--- src/hdl/atwic_defs.svh ---
`ifndef ATWIC_DEFS_SVH
`define ATWIC_DEFS_SVH

// Register map
`define ATWIC_ADDR_W 8
`define ATWIC_OFS_CFG 8'h18
`define ATWIC_OFS_CTRL 8'h19
`define ATWIC_OFS_STAT 8'h1A
`define ATWIC_OFS_OUT 8'h1B
`define ATWIC_OFS_CNT 8'h1C
`define ATWIC_CFG_RESET 8'h01
`define ATWIC_CTRL_RESET 8'h00

// Configuration byte fields
`define ATWIC_BIT_BURST 7
`define ATWIC_BIT_WAKE_IN 6
`define ATWIC_BIT_WAKE_OUT 5
`define ATWIC_BIT_WAKE_TILT 4
`define ATWIC_BIT_PULSE 3
`define ATWIC_BIT_ROLE 2
`define ATWIC_BIT_DRIVE 1
`define ATWIC_BIT_POL 0

// Control byte fields
`define ATWIC_CTRL_DEC_LSB 0
`define ATWIC_CTRL_LPM 4
`define ATWIC_CTRL_BUF_LSB 5

// Decimation limits
`define ATWIC_DEC_MAX_CODE 4'hB
`define ATWIC_DEC_MAX_SAMPLES 13'h1000

// Timing
`define ATWIC_CLK_HZ 50000000
`define ATWIC_SAMPLE_TIME_NS 312500
`define ATWIC_SAMPLE_CYCLES ((`ATWIC_SAMPLE_TIME_NS * 50) / 1000)
`define ATWIC_PULSE_TIME_NS 32000
`define ATWIC_PULSE_CYCLES ((`ATWIC_PULSE_TIME_NS * 50) / 1000)

`endif

--- src/hdl/atwic_pkg.sv ---
package atwic_pkg;

    // Register bus request
    typedef struct packed {
        logic [7:0] addr;
        logic [7:0] wdata;
        logic wr;
        logic rd;
    } atwic_bus_t;

    // Detector events feeding sleep control
    typedef struct packed {
        logic inside_band;
        logic outside_band;
        logic tilt_change;
    } atwic_motion_t;

    // Acquisition sequencer states
    typedef enum logic [1:0] {
        ATWIC_IDLE = 2'b00,
        ATWIC_CONV = 2'b01,
        ATWIC_STORE = 2'b10
    } atwic_state_t;

endpackage : atwic_pkg

--- src/hdl/atwic_pulse.sv ---
`timescale 1ns/1ps
`include "atwic_defs.svh"

// One-shot of fixed length, retriggerable
module atwic_pulse #(
    parameter int LEN = `ATWIC_PULSE_CYCLES
) (
    input wire logic i_core_clk,
    input wire logic i_reset_n,
    input wire logic i_fire,
    output logic o_active
);
    logic [15:0] cnt_q;
    logic [15:0] cnt_d;

    // Load on fire, count down otherwise
    always_comb begin
        cnt_d = cnt_q;
        if (i_fire) begin
            cnt_d = 16'(LEN);
        end else if (cnt_q != 16'h0000) begin
            cnt_d = cnt_q - 16'h0001;
        end
    end

    // Counter register
    always_ff @(posedge i_core_clk) begin
        if (!i_reset_n) begin
            cnt_q <= 16'h0000;
        end else begin
            cnt_q <= cnt_d;
        end
    end

    assign o_active = (cnt_q != 16'h0000);
endmodule : atwic_pulse

--- src/hdl/atwic_core.sv ---
// The plain strobed port was chosen for this implementation.
`timescale 1ns/1ps
`include "atwic_defs.svh"

module atwic_core #(
    parameter int SAMPLE_CYCLES = `ATWIC_SAMPLE_CYCLES,
    parameter int PULSE_CYCLES = `ATWIC_PULSE_CYCLES
) (
    input wire logic i_core_clk,
    input wire logic i_reset_n,
    input wire atwic_pkg::atwic_bus_t i_bus,
    output logic [7:0] o_rdata,
    input wire logic i_trig_in,
    input wire logic i_boot_strap_select,
    input wire atwic_pkg::atwic_motion_t i_motion,
    input wire logic i_other_irq,
    input wire logic [15:0] i_sample,
    output logic o_irq1,
    output logic o_irq2_out,
    output logic o_irq2_oe_n,
    output logic o_wake_req,
    output logic o_buf_push,
    output logic [15:0] o_result
);
    import atwic_pkg::*;

    // Decimation count for a code; low-power forces one sample
    function automatic logic [12:0] dec_samples(input logic [3:0] code, input logic low_power_mode);
        logic [12:0] n;
        n = 13'h0001;
        if (low_power_mode) begin
            n = 13'h0001;
        end else if (code > `ATWIC_DEC_MAX_CODE) begin
            n = `ATWIC_DEC_MAX_SAMPLES;
        end else begin
            n = 13'h0001 << code;
        end
        return n;
    endfunction : dec_samples

    // Buffer mode 00 routes results to the ready flag, not the buffer
    function automatic logic direct_mode(input logic [1:0] mode);
        return (mode == 2'h0);
    endfunction : direct_mode

    // Registers
    logic [7:0] cfg_q, cfg_d;         // Configuration byte
    logic [7:0] ctrl_q, ctrl_d;       // Decimation, low-power, buffer mode
    logic ready_q, ready_d;           // Sticky sample-ready flag
    logic [7:0] rdata_q, rdata_d;     // Read data, one cycle late
    // Sequencer
    atwic_state_t st_q, st_d;
    logic [12:0] conv_q, conv_d;      // Conversions done in this set
    logic [12:0] todo_q, todo_d;      // Conversions still owed in burst
    logic [23:0] tick_q, tick_d;      // Sample time counter
    logic [28:0] acc_q, acc_d;        // Running sum
    logic [15:0] result_q, result_d;  // Averaged result
    logic push_q, push_d;             // Buffer write pulse
    // Trigger synchroniser and edge detect
    logic trig_s1_q, trig_s2_q, trig_s3_q;
    // Strap pin is asynchronous too, so it gets its own two flops
    logic boot_s1_q, boot_s2_q;
    logic store_ev; // One-cycle store strobe
    logic pulse_act; // Short ready pulse running

    // Decoded fields
    logic burst; // Burst trigger mode
    logic pulse_sel; // Pulse instead of level ready
    logic pin_trig; // Second pin is a trigger input
    logic pol; // Active-high interrupt pins
    logic low_power_mode; // Low-power mode, one sample
    logic [3:0] dec_code; // Raw averaging code
    logic [1:0] buf_mode; // Zero sends results to the flag path
    logic [12:0] n_samp; // Samples per averaged result
    logic trig_edge; // Qualified rising trigger edge
    logic axis_rd; // Host read of the result byte
    logic ready_level; // Ready pin before polarity

    assign burst = cfg_q[`ATWIC_BIT_BURST];
    // Boot strap mode takes over the pins, seen through the synchroniser
    assign pulse_sel = cfg_q[`ATWIC_BIT_PULSE] & ~boot_s2_q;
    // No trigger input in boot strap mode
    assign pin_trig = cfg_q[`ATWIC_BIT_ROLE] & ~boot_s2_q;
    // Forced active high in boot strap mode, a simplification
    assign pol = cfg_q[`ATWIC_BIT_POL] | boot_s2_q;
    assign dec_code = ctrl_q[`ATWIC_CTRL_DEC_LSB +: 4];
    assign low_power_mode = ctrl_q[`ATWIC_CTRL_LPM];
    assign buf_mode = ctrl_q[`ATWIC_CTRL_BUF_LSB +: 2];
    assign n_samp = dec_samples(dec_code, low_power_mode);
    assign axis_rd = i_bus.rd && (i_bus.addr == `ATWIC_OFS_OUT);
    // Only rising edges count, and only while the pin is an input
    assign trig_edge = pin_trig & trig_s2_q & ~trig_s3_q;

    // Two-flop synchronisers; third trigger flop keeps edge history
    // Only the second flop of each pair is read by logic
    always_ff @(posedge i_core_clk) begin
        if (!i_reset_n) begin
            trig_s1_q <= 1'b0;
            trig_s2_q <= 1'b0;
            trig_s3_q <= 1'b0;
            boot_s1_q <= 1'b0;
            boot_s2_q <= 1'b0;
        end else begin
            trig_s1_q <= i_trig_in;
            trig_s2_q <= trig_s1_q;
            trig_s3_q <= trig_s2_q;
            boot_s1_q <= i_boot_strap_select;
            boot_s2_q <= boot_s1_q;
        end
    end

    // Register writes
    // A write lands on the edge that samples its strobe
    always_comb begin
        cfg_d = cfg_q;
        ctrl_d = ctrl_q;
        if (i_bus.wr) begin
            unique case (i_bus.addr)
                `ATWIC_OFS_CFG: cfg_d = i_bus.wdata;
                `ATWIC_OFS_CTRL: ctrl_d = i_bus.wdata;
                default: ;
            endcase
        end
    end

    // Acquisition sequencer
    always_comb begin
        st_d = st_q;
        conv_d = conv_q;
        todo_d = todo_q;
        tick_d = tick_q;
        acc_d = acc_q;
        result_d = result_q;
        push_d = 1'b0;
        store_ev = 1'b0;
        unique case (st_q)
            ATWIC_IDLE: begin
                // An edge during a conversion is dropped; the host paces them
                if (trig_edge) begin
                    st_d = ATWIC_CONV;
                    tick_d = 24'(SAMPLE_CYCLES);
                    // Burst owes the rest of the set; single owes one
                    if (burst && !low_power_mode) begin
                        todo_d = n_samp - conv_q;
                    end else begin
                        todo_d = 13'h0001;
                    end
                end
            end
            // One slot per sample; a burst owes several
            ATWIC_CONV: begin
                // Count down the sample slot
                if (tick_q > 24'h000001) begin
                    tick_d = tick_q - 24'h000001;
                end else begin
                    // Sample taken on the last tick of the slot
                    acc_d = acc_q + 29'(i_sample);
                    conv_d = conv_q + 13'h0001;
                    todo_d = todo_q - 13'h0001;
                    tick_d = 24'(SAMPLE_CYCLES);
                    if (conv_q + 13'h0001 >= n_samp) begin
                        st_d = ATWIC_STORE;
                    end else if (todo_q == 13'h0001) begin
                        st_d = ATWIC_IDLE; // Wait for next edge
                    end
                end
            end
            ATWIC_STORE: begin
                // Result, flag and buffer strobe all leave from here
                // Divide by the sample count, a power of two
                result_d = 16'(acc_q >> dec_code_shift(dec_code, low_power_mode));
                acc_d = 29'h00000000;
                conv_d = 13'h0000;
                todo_d = 13'h0000;
                store_ev = 1'b1;
                push_d = !direct_mode(buf_mode);
                st_d = ATWIC_IDLE;
            end
            // Unused code falls back to idle
            default: st_d = ATWIC_IDLE;
        endcase
    end

    // Shift amount for averaging
    // Power-of-two counts make the average a plain shift
    function automatic logic [3:0] dec_code_shift(input logic [3:0] code, input logic low_power_mode);
        logic [3:0] s;
        s = code;
        if (low_power_mode) begin
            s = 4'h0;
        end else if (code > `ATWIC_DEC_MAX_CODE) begin
            s = 4'hC;
        end
        return s;
    endfunction : dec_code_shift

    // Ready flag: set wins over the clearing read
    always_comb begin
        ready_d = ready_q;
        // Reading the result byte acknowledges the level
        if (axis_rd) begin
            ready_d = 1'b0;
        end
        // A store in the same cycle as the read keeps the flag up
        if (store_ev && direct_mode(buf_mode)) begin
            ready_d = 1'b1;
        end
    end

    // Read mux, data valid one cycle after strobe
    // Idle cycles return zero so stale data never lingers
    always_comb begin
        rdata_d = 8'h00;
        if (i_bus.rd) begin
            unique case (i_bus.addr)
                `ATWIC_OFS_CFG: rdata_d = cfg_q;
                `ATWIC_OFS_CTRL: rdata_d = ctrl_q;
                `ATWIC_OFS_STAT: rdata_d = {5'h00, st_q, ready_q};
                `ATWIC_OFS_OUT: rdata_d = result_q[15:8];
                `ATWIC_OFS_CNT: rdata_d = conv_q[7:0];
                default: rdata_d = 8'h00;
            endcase
        end
    end

    // State registers
    // Polarity comes up active high so the pins idle low
    always_ff @(posedge i_core_clk) begin
        if (!i_reset_n) begin
            cfg_q <= `ATWIC_CFG_RESET;
            ctrl_q <= `ATWIC_CTRL_RESET;
            ready_q <= 1'b0;
            rdata_q <= 8'h00;
            st_q <= ATWIC_IDLE;
            conv_q <= 13'h0000;
            todo_q <= 13'h0000;
            tick_q <= 24'h000000;
            acc_q <= 29'h00000000;
            result_q <= 16'h0000;
            push_q <= 1'b0;
        end else begin
            cfg_q <= cfg_d;
            ctrl_q <= ctrl_d;
            ready_q <= ready_d;
            rdata_q <= rdata_d;
            st_q <= st_d;
            conv_q <= conv_d;
            todo_q <= todo_d;
            tick_q <= tick_d;
            acc_q <= acc_d;
            result_q <= result_d;
            push_q <= push_d;
        end
    end

    // Short pulse on each store, only for the flag path
    // Length is a parameter; the nominal width is 32 us
    atwic_pulse #(
        .LEN(PULSE_CYCLES)
    ) u_pulse (
        .i_core_clk(i_core_clk),
        .i_reset_n(i_reset_n),
        .i_fire(store_ev && direct_mode(buf_mode)),
        .o_active(pulse_act)
    );

    // Level or pulse form, then ORed with other events
    assign ready_level = (pulse_sel ? pulse_act : ready_q) | i_other_irq;
    // Polarity: high when set, low otherwise
    assign o_irq1 = pol ? ready_level : ~ready_level;
    // Second pin drives only when not a trigger input
    assign o_irq2_out = pol ? i_other_irq : ~i_other_irq;
    // Trigger role releases the pin; the driven value is then unused
    assign o_irq2_oe_n = pin_trig;

    // Wake request from enabled detector events
    // Detector events arrive on this clock, so no synchroniser
    assign o_wake_req = (cfg_q[`ATWIC_BIT_WAKE_IN] & i_motion.inside_band)
        | (cfg_q[`ATWIC_BIT_WAKE_OUT] & i_motion.outside_band)
        | (cfg_q[`ATWIC_BIT_WAKE_TILT] & i_motion.tilt_change);

    // Data outputs straight from flops
    assign o_rdata = rdata_q;
    assign o_buf_push = push_q;
    assign o_result = result_q;
endmodule : atwic_core

--- config.mk ---
export PLATFORM = sky130hd
export DESIGN_NAME = atwic_core
export DESIGN_NICKNAME = d
export VERILOG_FILES = /design/src/hdl/atwic_pkg.sv /design/src/hdl/atwic_pulse.sv /design/src/hdl/atwic_core.sv
export VERILOG_INCLUDE_DIRS = /design/src /design/src/hdl
export SDC_FILE = /design/constraint.sdc
export NUM_CORES = 1
export LEC_CHECK = 0
export BUFFER_PORTS_ARGS = -buffer_cell sky130_fd_sc_hd__buf_2
export CORE_UTILIZATION = 45
export CTS_BUF_LIST = sky130_fd_sc_hd__clkbuf_2 sky130_fd_sc_hd__clkbuf_4 sky130_fd_sc_hd__clkbuf_8
export CTS_CLUSTER_DIAMETER = 50
export CTS_CLUSTER_SIZE = 40
export DETAILED_ROUTE_END_ITERATION = 16
export GPL_ROUTABILITY_DRIVEN = 0
export PLACE_DENSITY = 0.68
export SLEW_MARGIN = 5
export SYNTH_ARGS = -nofsm -noshare
export SYNTH_HDL_FRONTEND = slang
export SYNTH_HIERARCHICAL = 1
export SYNTH_SLANG_ARGS = --single-unit
--- constraint.sdc ---
create_clock -name i_core_clk -period 6.6 [get_ports i_core_clk]
set_input_delay 0.33 -clock i_core_clk [delete_from_list [all_inputs] [get_ports i_core_clk]]
set_output_delay 0.33 -clock i_core_clk [all_outputs]
set_load 0.01 [all_outputs]
==> out/qor.yml <==
yosys:
  synth_edf_count: 0
  synth_nets: 1249
  ys_ff_latch: 143
  synth_cell_types: 83
  yosys.area.top_type: "dfxtp_1"
  synth_top_cells_by_area: "dfxtp_1, ha_1, a21oi_1"
  yosysTopAreaCellShare_pct: 30.4
  syn_area_per_cell_um2: 8.15
  syn_area_um2: 9420
  ys.flop_type: "dfxtp_1"
  ys_warn_count: 6
  synth_cells: 1155
  synth.yosys.seq_area_share_pct: 30.4
  async_flop_share_pct: 0
timing:
  skew_ns: 0.0141
  hold_slack_ns: 0.0849
  tightest_slew_ns: 1.19
  fin_crit_sh_pct: 55.0
  fmax_mhz: 276
  slew_headroom_pct: 19.9
  fin_crit_ns: 3.63
  hold_viol: 0
  slew_viol_final: 0
  tns_ns: 0
  setup_viol: 0
  worst_slack_ns: 2.97
  grt_setup_unrepaired: "no"
drt:
  finalWirelength_um: 24600
  drt_iter0_markers: 781
  dr.pass1.iters: 8
  via_per_inst: 5.87
  via_count: 8648
  antenna_left: 0
  route.detailed.drc: 0
  wl_per_cell_um: 16.7
cts:
  clockBufferDepth: 2
  cts-hold-fix-buffers: 0
  numCtsBuffers: 17
  cts_sinks: 143
  cts_resized: 0
  postCtsSetupBuffers: 0
  cts.htree.levels: 4
  cts-root-buf: "clkbuf_8"
  tritoncts: "built"
  clk_pin_slew_worst_paths_ns: 0.08
  clk_latency_ns: 0.47
setup_path:
  r2r_slack_ns: 2.97
  worstSetupPathType: "reg2reg"
  crit_arrival_ns: 3.97
  timing.rr.end: "todo_q[10]$_SDFFE_PN0P_"
  rr_startpoint: "ctrl_q[2]$_SDFFE_PN0P_"
  start_kind: "flip-flop"
  endpoint_kind: "flip-flop"
  critPathMaxFanout: 19
  reg2reg_depth: 11
  cp.required_ns: 6.94
power_and_ir_drop:
  power.density_nw_per_um2: 230
  finalPower_mw: 2.37
  p_leak_nw: 4.26
  ir_drop_v: 0.000110
floorplan:
  ios: 71
  row_count: 52
  dieHeight_um: 147
  die-area_um2: 21500
  core_area_um2: 20400
  start_util_pct: 46.2
  die_w_um: 147
status:
  status: "finished, final reports clean"
grt:
  globalRouteTotalUtil_pct: 22.9
  gr-total-overflow: 0
  grt_max_degree: 47
  grt_pass1_wl_um: 39800
  grt_pass1_vias: 7778
  antenna_found_initial: 0
layout:
  n_antenna_cell: 0
  final_cell_mix: "dfxtp_1, nor2_1, a21oi_1, nand2_1, buf_2"
  syn_to_final_growth_pct: 9.32
  final_common_cell: "dfxtp_1"
  final_cell_area_um2: 10300
  drive_gt1_share_pct: 14.1
  nets: 1285
place:
  placed_area_um2: 9920
  io_buffers: 70
  dp_hpwl_um: 17900
  dp_slack_ns: 3.02
min_path:
  min_path_cells: 2
  hold_end: "trig_s1_q$_SDFF_PN0_"
  hold_path_class: "in2reg"
  hold_start: "i_trig_in"
job:
  cap_violations: 0
[state kept, by name (all words and copies together) (netlist names), 2 cells and up]
name / cells
conv_q: 13
acc_q: 28
o_result: 16
u_pulse/cnt_q: 16
tick_q: 24
st_q: 2
o_rdata: 8
todo_q: 13
ctrl_q: 8
cfg_q: 8
[cell families (layout without fill, tap and decap cells)]
kind of cell               Yosys count  after routing  synth area share, %
AOI/OAI and AO/OA                  299            299                 20.1
xor gates and xnor gates            57             57                 5.30
adders and majority gates           52             52                 7.07
buffers and inverters              105            154                 4.43
DFF                                143            143                 30.4
muxes                               62             62                 9.02
and+or+nand+nor                    437            437                 23.6
[report_power, final]
group	internal, mW	switching (mW)	leakage, nW
logic	0.271	0.414	2.93
registers	0.925	0.0780	1.16
clock network	0.282	0.396	0.179
[critical path, stage by stage, from the launching register on]
cell and delay [ns]:
dfxtp_1 0.73, nand2b_1 0.64, or3_1 0.55, inv_1 0.07
ha_1 0.26, a211oi_1 0.41, and3_1 0.20, a21boi_0 0.13
xnor2_1 0.17, o32ai_1 0.10, a22oi_1 0.20, nor2_1 0.05
[metrics by stage]
step	std cells	util, %
5_1_grt	1474	50.5
3_5_place_dp	1442	48.7
6_report	1474	50.5
4_1_cts	1474	50.5
2_1_floorplan	1155	-
3_3_place_gp	1442	48.7
[Yosys cell counts (3+ instances only)]
cell       count
nand4_1       10
and3_1        18
a22oi_1       12
a311o_1        3
nor4_1        10
o32ai_1        3
o21a_1         9
inv_1         42
clkbuf_1      47
xnor2_1       34
ha_1          50
nand2b_1       8
a22o_1         4
nand3_1       57
nand2_1       97
a31oi_1        4
or2_2          6
buf_2          8
o31a_1         5
o211ai_1       8
a21oi_1      108
mux2i_1       32
and2_1        10
mux2_2        13
buf_1          4
mux4_2        17
dfxtp_1      143
or3_1         14
xor2_1        23
a211oi_1      13
nor2_1       118
nand4b_1       4
a2111o_1       3
o2111ai_1      4
or4_1          8
nor3_1        37
o31ai_1        5
o22ai_1        4
a21o_1        15
nor4_4         3
nor2b_1       13
o21ai_0       69
a222oi_1       9
[layout make-up]
class / count / area [µm²]
clock buffer: 18 / 248
clock inverter: 14 / 121
fill: 1964 / 10100
inverter: 43 / 161
multi-input combinational: 907 / 6140
sequential: 143 / 2860
tap: 270 / 338
timing repair buffer: 79 / 418
[worst max path at each step]
stage,startpoint,end,cells past startpoint
global placement,ctrl_q[2]$_SDFFE_PN0P_,todo_q[10]$_SDFFE_PN0P_,11
finish,ctrl_q[2]$_SDFFE_PN0P_,todo_q[10]$_SDFFE_PN0P_,11
CTS,ctrl_q[2]$_SDFFE_PN0P_,todo_q[10]$_SDFFE_PN0P_,11
floorplan,ctrl_q[2]$_SDFFE_PN0P_,todo_q[10]$_SDFFE_PN0P_,14
detailed placement,ctrl_q[2]$_SDFFE_PN0P_,todo_q[10]$_SDFFE_PN0P_,11
global route,ctrl_q[2]$_SDFFE_PN0P_,todo_q[10]$_SDFFE_PN0P_,11
[routing by layer]
metal	global-route usage, %	share of wire [%]	up-vias
met5	0	0	-
met3	3.66	6.2	26
met1	32.0	48	4044
li1	-	-	4297
met2	35.5	45	281
met4	8.39	1.7	0
No activity file was read; power rests on OpenSTA's default activity.
